## config.mk

```make
export PLATFORM = sky130hd
export DESIGN_NAME = adc8_conversion_control
export DESIGN_NICKNAME = d
export VERILOG_FILES = /design/src/rtl/adc8_pkg.sv /design/src/rtl/adc8_conversion_control.sv /design/src/rtl/adc8_pin_map.sv /design/src/rtl/adc8_tick_gen.sv
export SDC_FILE = /design/constraint.sdc
export NUM_CORES = 1
export LEC_CHECK = 0
export BUFFER_PORTS_ARGS = -buffer_cell sky130_fd_sc_hd__buf_2
export CORE_MARGIN = 8
export CORE_UTILIZATION = 46
export DETAILED_ROUTE_END_ITERATION = 6
export PLACE_DENSITY = 0.76
export RECOVER_POWER = 100
export SLEW_MARGIN = 0
export SYNTH_ARGS = -nofsm -noshare
export SYNTH_HDL_FRONTEND = slang
export SYNTH_HIERARCHICAL = 1
export SYNTH_SLANG_ARGS = --single-unit
export TNS_END_PERCENT = 100
```

## constraint.sdc

```tcl
create_clock -name i_core_clk -period 6.7 [get_ports i_core_clk]
set_clock_uncertainty 0.05 [all_clocks]
set_input_delay 1.005 -clock i_core_clk [delete_from_list [all_inputs] [get_ports i_core_clk]]
set_output_delay 1.005 -clock i_core_clk [all_outputs]
set_load 0.03 [all_outputs]
```

## src/rtl/adc8_pkg.sv

```systemverilog
// Purpose: Shared constants for the 8-bit converter control block
// Assumes: AHB-Lite register access, 32-bit data, one register per word
// Notes:   Offsets are byte addresses
package adc8_pkg;

   // Register byte offsets
   localparam logic [7:0] OFS_CONTROL   = 8'h00;
   localparam logic [7:0] OFS_PORT_CFG  = 8'h04;
   localparam logic [7:0] OFS_RESULT    = 8'h08;
   localparam logic [7:0] OFS_IRQ       = 8'h0c;

   // Control register field positions
   localparam int CLKSEL_HI  = 7;
   localparam int CLKSEL_LO  = 6;
   localparam int CHAN_HI    = 5;
   localparam int CHAN_LO    = 3;
   localparam int GO_BIT     = 2;
   localparam int RESV_BIT   = 1;
   localparam int ON_BIT     = 0;

   // Irq register field positions
   localparam int DONE_FLAG_BIT = 0;
   localparam int IRQ_EN_BIT    = 1;
   localparam int GIE_BIT       = 2;

   // Reset values
   localparam logic [7:0] CONTROL_RST  = 8'h00;
   localparam logic [2:0] PIN_USE_RST  = 3'h0;
   localparam logic [7:0] RESULT_RST   = 8'h00;

   // Clock select codes
   localparam logic [1:0] CLK_DIV2  = 2'h0;
   localparam logic [1:0] CLK_DIV8  = 2'h1;
   localparam logic [1:0] CLK_DIV32 = 2'h2;
   localparam logic [1:0] CLK_RC    = 2'h3;

   // Divider terminal counts (ticks every N clocks)
   localparam logic [4:0] DIV2_LAST  = 5'h01;
   localparam logic [4:0] DIV8_LAST  = 5'h07;
   localparam logic [4:0] DIV32_LAST = 5'h1f;

   // Sequence lengths in bit periods
   localparam logic [3:0] CONV_PERIODS = 4'ha;
   localparam logic [3:0] GAP_PERIODS  = 4'h2;
   localparam int         RESULT_BITS  = 8;

   typedef enum logic [1:0] {
      ST_IDLE,
      ST_CONVERT,
      ST_GAP
   } seq_state_t;

endpackage

```

## src/rtl/adc8_conversion_control.sv

```systemverilog
// Purpose: Control logic of an 8-bit successive-approximation converter
// Assumes: AHB-Lite slave, single word transfers, analog comparator outside
// Notes:   Comparator registered once; it follows the trial code within one clock
`timescale 1ns/1ns
module adc8_conversion_control (
   // Clock and reset
   input  wire logic        i_core_clk,
   input  wire logic        i_resetn,
   // AHB-Lite slave
   input  wire logic        i_hsel,
   input  wire logic [31:0] i_haddr,
   input  wire logic [1:0]  i_htrans,
   input  wire logic        i_hwrite,
   input  wire logic [2:0]  i_hsize,
   input  wire logic [31:0] i_hwdata,
   input  wire logic        i_hready,
   output logic      [31:0] o_hrdata,
   output logic             o_hreadyout,
   output logic             o_hresp,
   // Analog front end
   input  wire logic        i_rc_clk,
   input  wire logic        i_comp_above,
   output logic      [2:0]  o_input_channel_select,
   output logic             o_sample_connect,
   output logic      [7:0]  o_dac_code,
   output logic             o_converter_power_on,
   output logic             o_ref_from_pin,
   output logic      [7:0]  o_analog_pin_mask,
   // Interrupt request to core interrupt logic
   output logic             o_conversion_irq
);
   // Control and status state
   logic [1:0]             conv_clock_select_q;
   logic [2:0]             input_channel_select_q;
   logic                   go_q;
   logic                   resv_q;
   logic                   converter_power_on_q;
   logic [2:0]             pin_use_field_q;
   logic [7:0]             conversion_result_reg_q;
   logic                   conversion_done_flag_q;
   logic                   conversion_irq_enable_q;
   logic                   global_irq_enable_q;

   // Sequencer state
   adc8_pkg::seq_state_t   state_q;
   logic [3:0]             period_q;
   logic [7:0]             sar_q;
   logic [7:0]             trial_q;
   logic                   comp_sync_q;

   // Bus address phase capture
   logic                   wr_pend_q;
   logic [7:0]             addr_q;

   logic                   tick;
   logic                   bus_phase;
   logic                   wr_ctrl;
   logic                   wr_port;
   logic                   wr_result;
   logic                   wr_irq;
   logic                   sw_go_set;
   logic                   sw_go_clear;
   logic                   conv_end;
   logic [7:0]             control_rd;
   logic [7:0]             sar_next;

   function automatic logic hit(input logic [7:0] a, input logic [7:0] ofs);
      hit = (a == ofs);
   endfunction

   // Bus: zero wait state, always OKAY
   assign bus_phase   = i_hsel && i_hready && i_htrans[1];
   assign o_hreadyout = 1'b1;
   assign o_hresp     = 1'b0;

   always_ff @(posedge i_core_clk or negedge i_resetn) begin
      if (!i_resetn) begin
         wr_pend_q <= 1'b0;
         addr_q    <= 8'h00;
      end else begin
         wr_pend_q <= bus_phase && i_hwrite;
         if (bus_phase) begin
            addr_q <= i_haddr[7:0];
         end
      end
   end

   assign wr_ctrl   = wr_pend_q && hit(addr_q, adc8_pkg::OFS_CONTROL);
   assign wr_port   = wr_pend_q && hit(addr_q, adc8_pkg::OFS_PORT_CFG);
   assign wr_result = wr_pend_q && hit(addr_q, adc8_pkg::OFS_RESULT);
   assign wr_irq    = wr_pend_q && hit(addr_q, adc8_pkg::OFS_IRQ);

   assign sw_go_set   = wr_ctrl && i_hwdata[adc8_pkg::GO_BIT]
                        && i_hwdata[adc8_pkg::ON_BIT];
   assign sw_go_clear = wr_ctrl && !i_hwdata[adc8_pkg::GO_BIT];

   assign control_rd = {conv_clock_select_q, input_channel_select_q, go_q, resv_q,
                        converter_power_on_q};

   // Read data selected from the captured address phase
   always_comb begin
      o_hrdata = 32'h0000_0000;
      case (addr_q)
         adc8_pkg::OFS_CONTROL:  o_hrdata[7:0] = control_rd;
         adc8_pkg::OFS_PORT_CFG: o_hrdata[2:0] = pin_use_field_q;
         adc8_pkg::OFS_RESULT:   o_hrdata[7:0] = conversion_result_reg_q;
         adc8_pkg::OFS_IRQ: begin
            o_hrdata[adc8_pkg::DONE_FLAG_BIT] = conversion_done_flag_q;
            o_hrdata[adc8_pkg::IRQ_EN_BIT]    = conversion_irq_enable_q;
            o_hrdata[adc8_pkg::GIE_BIT]       = global_irq_enable_q;
         end
         default: o_hrdata = 32'h0000_0000;
      endcase
   end

   // Control register fields
   always_ff @(posedge i_core_clk or negedge i_resetn) begin
      if (!i_resetn) begin
         conv_clock_select_q    <= adc8_pkg::CONTROL_RST[7:6];
         input_channel_select_q <= adc8_pkg::CONTROL_RST[5:3];
         resv_q                 <= adc8_pkg::CONTROL_RST[1];
         converter_power_on_q   <= adc8_pkg::CONTROL_RST[0];
      end else if (wr_ctrl) begin
         conv_clock_select_q    <= i_hwdata[adc8_pkg::CLKSEL_HI:adc8_pkg::CLKSEL_LO];
         input_channel_select_q <= i_hwdata[adc8_pkg::CHAN_HI:adc8_pkg::CHAN_LO];
         resv_q                 <= i_hwdata[adc8_pkg::RESV_BIT];
         converter_power_on_q   <= i_hwdata[adc8_pkg::ON_BIT];
      end
   end

   // Go flag: hardware clear at end, software set or abort
   always_ff @(posedge i_core_clk or negedge i_resetn) begin
      if (!i_resetn) begin
         go_q <= 1'b0;
      end else if (conv_end) begin
         go_q <= 1'b0;
      end else if (wr_ctrl) begin
         go_q <= sw_go_set;
      end else if (!converter_power_on_q) begin
         go_q <= 1'b0;
      end
   end

   // Pin use field: reset forces every pin analog
   always_ff @(posedge i_core_clk or negedge i_resetn) begin
      if (!i_resetn) begin
         pin_use_field_q <= adc8_pkg::PIN_USE_RST;
      end else if (wr_port) begin
         pin_use_field_q <= i_hwdata[2:0];
      end
   end

   // Interrupt flag and enables; completion wins over software clear
   always_ff @(posedge i_core_clk or negedge i_resetn) begin
      if (!i_resetn) begin
         conversion_done_flag_q  <= 1'b0;
         conversion_irq_enable_q <= 1'b0;
         global_irq_enable_q     <= 1'b0;
      end else begin
         if (conv_end) begin
            conversion_done_flag_q <= 1'b1;
         end else if (wr_irq) begin
            conversion_done_flag_q <= i_hwdata[adc8_pkg::DONE_FLAG_BIT];
         end
         if (wr_irq) begin
            conversion_irq_enable_q <= i_hwdata[adc8_pkg::IRQ_EN_BIT];
            global_irq_enable_q     <= i_hwdata[adc8_pkg::GIE_BIT];
         end
      end
   end

   assign o_conversion_irq = conversion_done_flag_q && conversion_irq_enable_q
                             && global_irq_enable_q;

   adc8_tick_gen u_tick_gen (
      .i_core_clk   (i_core_clk),
      .i_resetn     (i_resetn),
      .i_enable     (converter_power_on_q && state_q != adc8_pkg::ST_IDLE),
      .i_clk_select (conv_clock_select_q),
      .i_rc_clk     (i_rc_clk),
      .o_tick       (tick)
   );

   adc8_pin_map u_pin_map (
      .i_pin_use_field (pin_use_field_q),
      .o_analog_mask   (o_analog_pin_mask),
      .o_ref_is_pin    (o_ref_from_pin)
   );

   // Comparator answers our own trial code; two stages would miss a 2-clock bit period
   always_ff @(posedge i_core_clk or negedge i_resetn) begin
      if (!i_resetn) begin
         comp_sync_q <= 1'b0;
      end else begin
         comp_sync_q <= i_comp_above;
      end
   end

   // Period 0 is the hold period, periods 1..8 resolve bits, 9 finishes
   assign conv_end = (state_q == adc8_pkg::ST_CONVERT) && tick && go_q
                     && (period_q == adc8_pkg::CONV_PERIODS - 4'h1);

   always_comb begin
      sar_next = sar_q;
      if (!comp_sync_q) begin
         sar_next = sar_q & ~trial_q;
      end
   end

   // Conversion sequencer, stepped once per bit period
   always_ff @(posedge i_core_clk or negedge i_resetn) begin
      if (!i_resetn) begin
         state_q  <= adc8_pkg::ST_IDLE;
         period_q <= 4'h0;
         sar_q    <= 8'h00;
         trial_q  <= 8'h00;
      end else if (!converter_power_on_q) begin
         state_q  <= adc8_pkg::ST_IDLE;
         period_q <= 4'h0;
         trial_q  <= 8'h00;
      end else begin
         case (state_q)
            adc8_pkg::ST_IDLE: begin
               if (sw_go_set || go_q) begin
                  state_q  <= adc8_pkg::ST_CONVERT;
                  period_q <= 4'h0;
                  sar_q    <= 8'h80;
                  trial_q  <= 8'h80;
               end
            end
            adc8_pkg::ST_CONVERT: begin
               if (!go_q || sw_go_clear) begin
                  state_q  <= adc8_pkg::ST_GAP;
                  period_q <= 4'h0;
                  trial_q  <= 8'h00;
               end else if (tick) begin
                  if (conv_end) begin
                     state_q  <= adc8_pkg::ST_GAP;
                     period_q <= 4'h0;
                     trial_q  <= 8'h00;
                  end else begin
                     period_q <= period_q + 4'h1;
                     if (period_q >= 4'h1 && trial_q != 8'h00) begin
                        sar_q   <= sar_next | (trial_q >> 1);
                        trial_q <= trial_q >> 1;
                     end
                  end
               end
            end
            adc8_pkg::ST_GAP: begin
               if (tick) begin
                  if (period_q == adc8_pkg::GAP_PERIODS - 4'h1) begin
                     state_q  <= adc8_pkg::ST_IDLE;
                     period_q <= 4'h0;
                  end else begin
                     period_q <= period_q + 4'h1;
                  end
               end
            end
            default: state_q <= adc8_pkg::ST_IDLE;
         endcase
      end
   end

   // Result only updated by a completed conversion or a software write
   always_ff @(posedge i_core_clk or negedge i_resetn) begin
      if (!i_resetn) begin
         conversion_result_reg_q <= adc8_pkg::RESULT_RST;
      end else if (conv_end) begin
         conversion_result_reg_q <= sar_q;
      end else if (wr_result) begin
         conversion_result_reg_q <= i_hwdata[7:0];
      end
   end

   // Sample switch closed while idle and on; opened during conversion and gap
   assign o_sample_connect       = converter_power_on_q && state_q == adc8_pkg::ST_IDLE;
   assign o_input_channel_select = input_channel_select_q;
   assign o_dac_code             = sar_q;
   assign o_converter_power_on   = converter_power_on_q;
endmodule

```

## src/rtl/adc8_pin_map.sv

```systemverilog
// Purpose: Decode of the pin use field into analog, digital and reference pins
// Assumes: Eight multiplexed inputs, input 3 is the only reference-capable pin
// Notes:   Purely combinational
`timescale 1ns/1ns
module adc8_pin_map (
   // Configuration
   input  wire logic [2:0] i_pin_use_field,
   // Decoded pin use
   output logic      [7:0] o_analog_mask,
   output logic            o_ref_is_pin
);
   always_comb begin
      o_ref_is_pin = 1'b0;
      case (i_pin_use_field)
         3'h0: o_analog_mask = 8'hff;
         3'h1: begin
            o_analog_mask = 8'hf7;
            o_ref_is_pin  = 1'b1;
         end
         3'h2: o_analog_mask = 8'h1f;
         3'h3: begin
            o_analog_mask = 8'h37;
            o_ref_is_pin  = 1'b1;
         end
         3'h4: o_analog_mask = 8'h0b;
         3'h5: begin
            o_analog_mask = 8'h03;
            o_ref_is_pin  = 1'b1;
         end
         default: o_analog_mask = 8'h00;
      endcase
   end
endmodule

```

## src/rtl/adc8_tick_gen.sv

```systemverilog
// Purpose: Bit-period tick generator from divided core clock or RC clock
// Assumes: RC clock is asynchronous and much slower than the core clock
// Notes:   One-cycle tick output; counter cleared to zero while disabled
`timescale 1ns/1ns
module adc8_tick_gen (
   // Clock and reset
   input  wire logic       i_core_clk,
   input  wire logic       i_resetn,
   // Control
   input  wire logic       i_enable,
   input  wire logic [1:0] i_clk_select,
   input  wire logic       i_rc_clk,
   // Tick
   output logic            o_tick
);
   logic [4:0] div_q;
   logic [4:0] last;
   logic       rc_meta_q;
   logic       rc_sync_q;
   logic       rc_prev_q;
   logic       div_tick;
   logic       rc_tick;

   always_comb begin
      case (i_clk_select)
         adc8_pkg::CLK_DIV2:  last = adc8_pkg::DIV2_LAST;
         adc8_pkg::CLK_DIV8:  last = adc8_pkg::DIV8_LAST;
         default:             last = adc8_pkg::DIV32_LAST;
      endcase
   end

   assign div_tick = i_enable && (div_q >= last);

   always_ff @(posedge i_core_clk or negedge i_resetn) begin
      if (!i_resetn) begin
         div_q <= 5'h00;
      end else if (!i_enable || div_tick) begin
         div_q <= 5'h00;
      end else begin
         div_q <= div_q + 5'h01;
      end
   end

   // RC clock synchroniser and rising-edge detect
   always_ff @(posedge i_core_clk or negedge i_resetn) begin
      if (!i_resetn) begin
         rc_meta_q <= 1'b0;
         rc_sync_q <= 1'b0;
         rc_prev_q <= 1'b0;
      end else begin
         rc_meta_q <= i_rc_clk;
         rc_sync_q <= rc_meta_q;
         rc_prev_q <= rc_sync_q;
      end
   end

   assign rc_tick = i_enable && rc_sync_q && !rc_prev_q;

   assign o_tick = (i_clk_select == adc8_pkg::CLK_RC) ? rc_tick : div_tick;
endmodule

```

==> run_results.csv <==
group,metric,value,unit
run_status,outcome,"complete, but fails checks",
run_status,violations,"max-capacitance violations, max-slew violations",
worst_setup_path,cp_max_fo,14,
placed_design,gp_congestion,0.921,
cells_and_area,layout_common_cells,"dfrtp_1, clkbuf_1, nand2_1, conb_1, buf_2",
logic_synthesis,netlist_area,3500,µm²
cells_and_area,utilization,0.510,
logic_synthesis,synth.avg_cell_area,10.4,µm²
cells_and_area,num-nets-final,481,
logic_synthesis,syn_inst,337,
timing,clock.fmax,0.250,GHz
worst_setup_path,cp_cell_sequence,"clkinv_1, nor2_1, o21ai_0, a21oi_1, mux2_2, o211ai_1, nor4_1, and2_0, a211o_1",
global_routing,antenna_found_initial,0,
drt,drc,0,
worst_setup_path,r2r_slack,2.70,ns
clocking,clk_path_buf_depth,2,
drt,drt_iter0_markers,184,
min_path,min-delay-start,"u_tick_gen/rc_meta_q$_DFF_PN0_",
min_path,hold_end,"u_tick_gen/rc_sync_q$_DFF_PN0_",
global_routing,grtUsageTotal,0.156,
logic_synthesis,yosysSeqAreaShare,0.443,
logic_synthesis,synth-async-reset-ratio,1.00,
timing,min_period_over_period,0.598,
power,ir_drop,0.000150,V
drt,routedWlPerCell,16.0,µm
worst_setup_path,crit_required,6.92,ns
global_routing,grt_max_degree,63,
timing,whs,0.299,ns
worst_setup_path,crit_arrival,4.22,ns
die,rows,32,
clocking,cts_setup_buffers,0,
clocking,path_clk_slew,0.07,ns
drt,dr.pass1.iters,4,
worst_setup_path,max_stage_delay,1.15,ns
worst_setup_path,path_class,"reg2reg",
cells_and_area,layout_commonest_cell,"dfrtp_1",
timing,setup_violations,0,
clocking,cts-htree-levels,3,
drt,wirelength,8.00,mm
die,core_area,7570,µm²
placed_design,dp_hpwl,5.94,mm
timing,worstMarginPinSlew,3.24,ns
clocking,cts_hold_buffers,0,
global_routing,grt_pass1_vias,2643,
logic_synthesis,synth-warning-count,6,
drt,ant_nets,0,
worst_setup_path,r2r_start,"o_converter_power_on$_DFFE_PN0N_",
cells_and_area,num_antenna_cells,0,
cells_and_area,design_area,3860,µm²
logic_synthesis,ys_ff_latch,62,
clocking,cts_inserted_buffers,9,
cells_and_area,area_growth,10.3,%
cells_and_area,fill_cells,712,
placed_design,place_area,3760,µm²
job,drv_cap,1,
clocking,cts_resized,0,
power,power.density,324,nW/µm²
worst_setup_path,critPathCaptureType,"flop",
die,dieHeight,103,µm
clocking,clockRootBuffer,"clkbuf_8",
logic_synthesis,ys_types,55,
die,die_w,103,µm
timing,slew_violations,63,
clocking,cts.sinks,62,
worst_setup_path,cp-start-kind,"flop",
global_routing,grt_first_pass_wirelength,13.1,mm
drt,route.vias.total,2689,
die,io_pins,133,
clocking,cts_tree,"done",
timing,max_slew_margin,-1.16,
min_path,min_path_cells,0,
cells_and_area,drive_gt1_frac,0.169,
timing,rsz0062_at_grt,"false",
timing,timing.final.crit_period,4.00,ns
min_path,hold_path.class,"reg2reg",
logic_synthesis,synth_edf_count,0,
global_routing,gr-total-overflow,0,
power,leakage,1.73,nW
clocking,clk_latency,0.33,ns
drt,avgViaCountPerCell,5.39,
worst_setup_path,r2r-end,"o_dac_code[2]$_DFFE_PN0P_",
die,start_util,0.463,
die,die_area,10700,µm²
timing,hold_viol_final,0,
logic_synthesis,ys.flop_type,"dfrtp_1",
timing,tns,0,ns
placed_design,io_buffers,54,
worst_setup_path,reg2regPathDepth,9,
worst_setup_path,cp_slowest_cell,"nor4_1",
==> how the worst max path moves through the flow <==
stage	endpoint	startpoint	cells past startpoint	slack [ns]
global route	go_q$_DFFE_PN0P_	i_resetn	2	2.31
global placement	o_dac_code[2]$_DFFE_PN0P_	o_converter_power_on$_DFFE_PN0N_	9	3.31
detailed placement	o_dac_code[2]$_DFFE_PN0P_	o_converter_power_on$_DFFE_PN0N_	9	3.21
finish	o_dac_code[2]$_DFFE_PN0P_	o_converter_power_on$_DFFE_PN0N_	9	2.70
CTS	o_dac_code[2]$_DFFE_PN0P_	o_converter_power_on$_DFFE_PN0N_	9	3.16
floorplan	o_hrdata[3]	addr_q[5]$_DFFE_PN0P_	3	3.67
==> routing by layer <==
layer  track usage  vias to the layer above  share of wire
met3        0.0428                       11          0.086
met2         0.247                       91           0.46
met4        0.0556                        0          0.015
met5             0                        -              0
li1              -                     1271              -
met1         0.200                     1316           0.44
==> cell type report <==
| type | instances | area [µm²] | area share |
|---|---|---|---|
| sequential | 62 | 1550 | 0.402 |
| timing repair buffer | 56 | 239 | 0.0619 |
| multi-input combinational | 250 | 1720 | 0.445 |
| inverter | 14 | 52.6 | 0.0136 |
| clock inverter | 4 | 22.5 | 0.00583 |
| tap | 102 | 128 | 0.0331 |
| clock buffer | 11 | 151 | 0.0392 |
==> worst max-delay path, delay by kind of cell (launching register included) <==
kind                   cells  cell delay (ns)
AO/OA/AOI/OAI              4             0.81
buffers and inverters      1             0.41
flip-flops                 1             0.65
multiplexers               1             0.25
AND/OR/NAND/NOR            3             1.77
==> logic make-up (layout without fill, tap and decap cells) <==
logic type | after synthesis | in the layout | synth area share
other | 2 | 26 | 0.00214
adder cells (fa/ha/maj) | 12 | 12 | 0.0429
AO/OA/AOI/OAI | 67 | 67 | 0.138
XOR/XNOR | 3 | 3 | 0.00750
multiplexers | 37 | 37 | 0.124
buffers and inverters | 49 | 85 | 0.0836
flip-flops | 62 | 62 | 0.443
AND/OR/NAND/NOR | 105 | 105 | 0.159
==> cells in the mapped netlist (all sizes together) (2+ instances only) <==
master	count	area share
or3	3	0.0054
and2	6	0.011
dfrtp	62	0.44
nand2b	4	0.0071
a21oi	14	0.020
nor4	4	0.0089
mux2	20	0.064
buf	31	0.064
o31a	2	0.0050
nor2b	2	0.0036
nor3	11	0.020
mux2i	14	0.040
a21o	7	0.015
ha	12	0.043
clkbuf	4	0.0043
inv	13	0.014
a32o	3	0.0086
nand4	3	0.0054
nand3	11	0.016
o211ai	8	0.017
a22o	4	0.010
o21ai	12	0.017
and3	6	0.011
nor2	17	0.018
mux4	3	0.019
conb	2	0.0021
xor2	2	0.0050
o22ai	4	0.0071
nand2	30	0.033
or4	2	0.0054
a211o	4	0.010
a211oi	2	0.0057
==> sequential cells by signal, indices dropped and copies added (netlist names), 2 cells and up <==
| signal | cells |
|---|---|
| conv_clock_select_q | 2 |
| o_dac_code | 8 |
| pin_use_field_q | 3 |
| conversion_result_reg_q | 8 |
| o_input_channel_select | 3 |
| u_tick_gen/div_q | 5 |
| period_q | 4 |
| state_q | 2 |
| trial_q | 8 |
| addr_q | 8 |
==> per-stage QoR <==
| step | total power, W | setup WS [ns] | std cells |
|---|---|---|---|
| after floorplan | 0.000864 | 3.67 | 361 |
| after global placement | 0.000968 | 3.31 | 484 |
| after detailed placement | 0.000986 | 3.21 | 484 |
| after CTS | 0.00128 | 3.16 | 499 |
| after global routing | 0.00134 | 2.31 | 499 |
| final | 0.00125 | 2.70 | 499 |
==> where the power goes <==
part           total (W)  internal, W  leakage (nW)  switching (W)
clock           0.000292     0.000150        0.0910       0.000142
combinational   0.000457     0.000164         0.884       0.000293
sequential      0.000501     0.000428         0.757      0.0000727
Note: power is estimated with default switching activity, not from simulation.
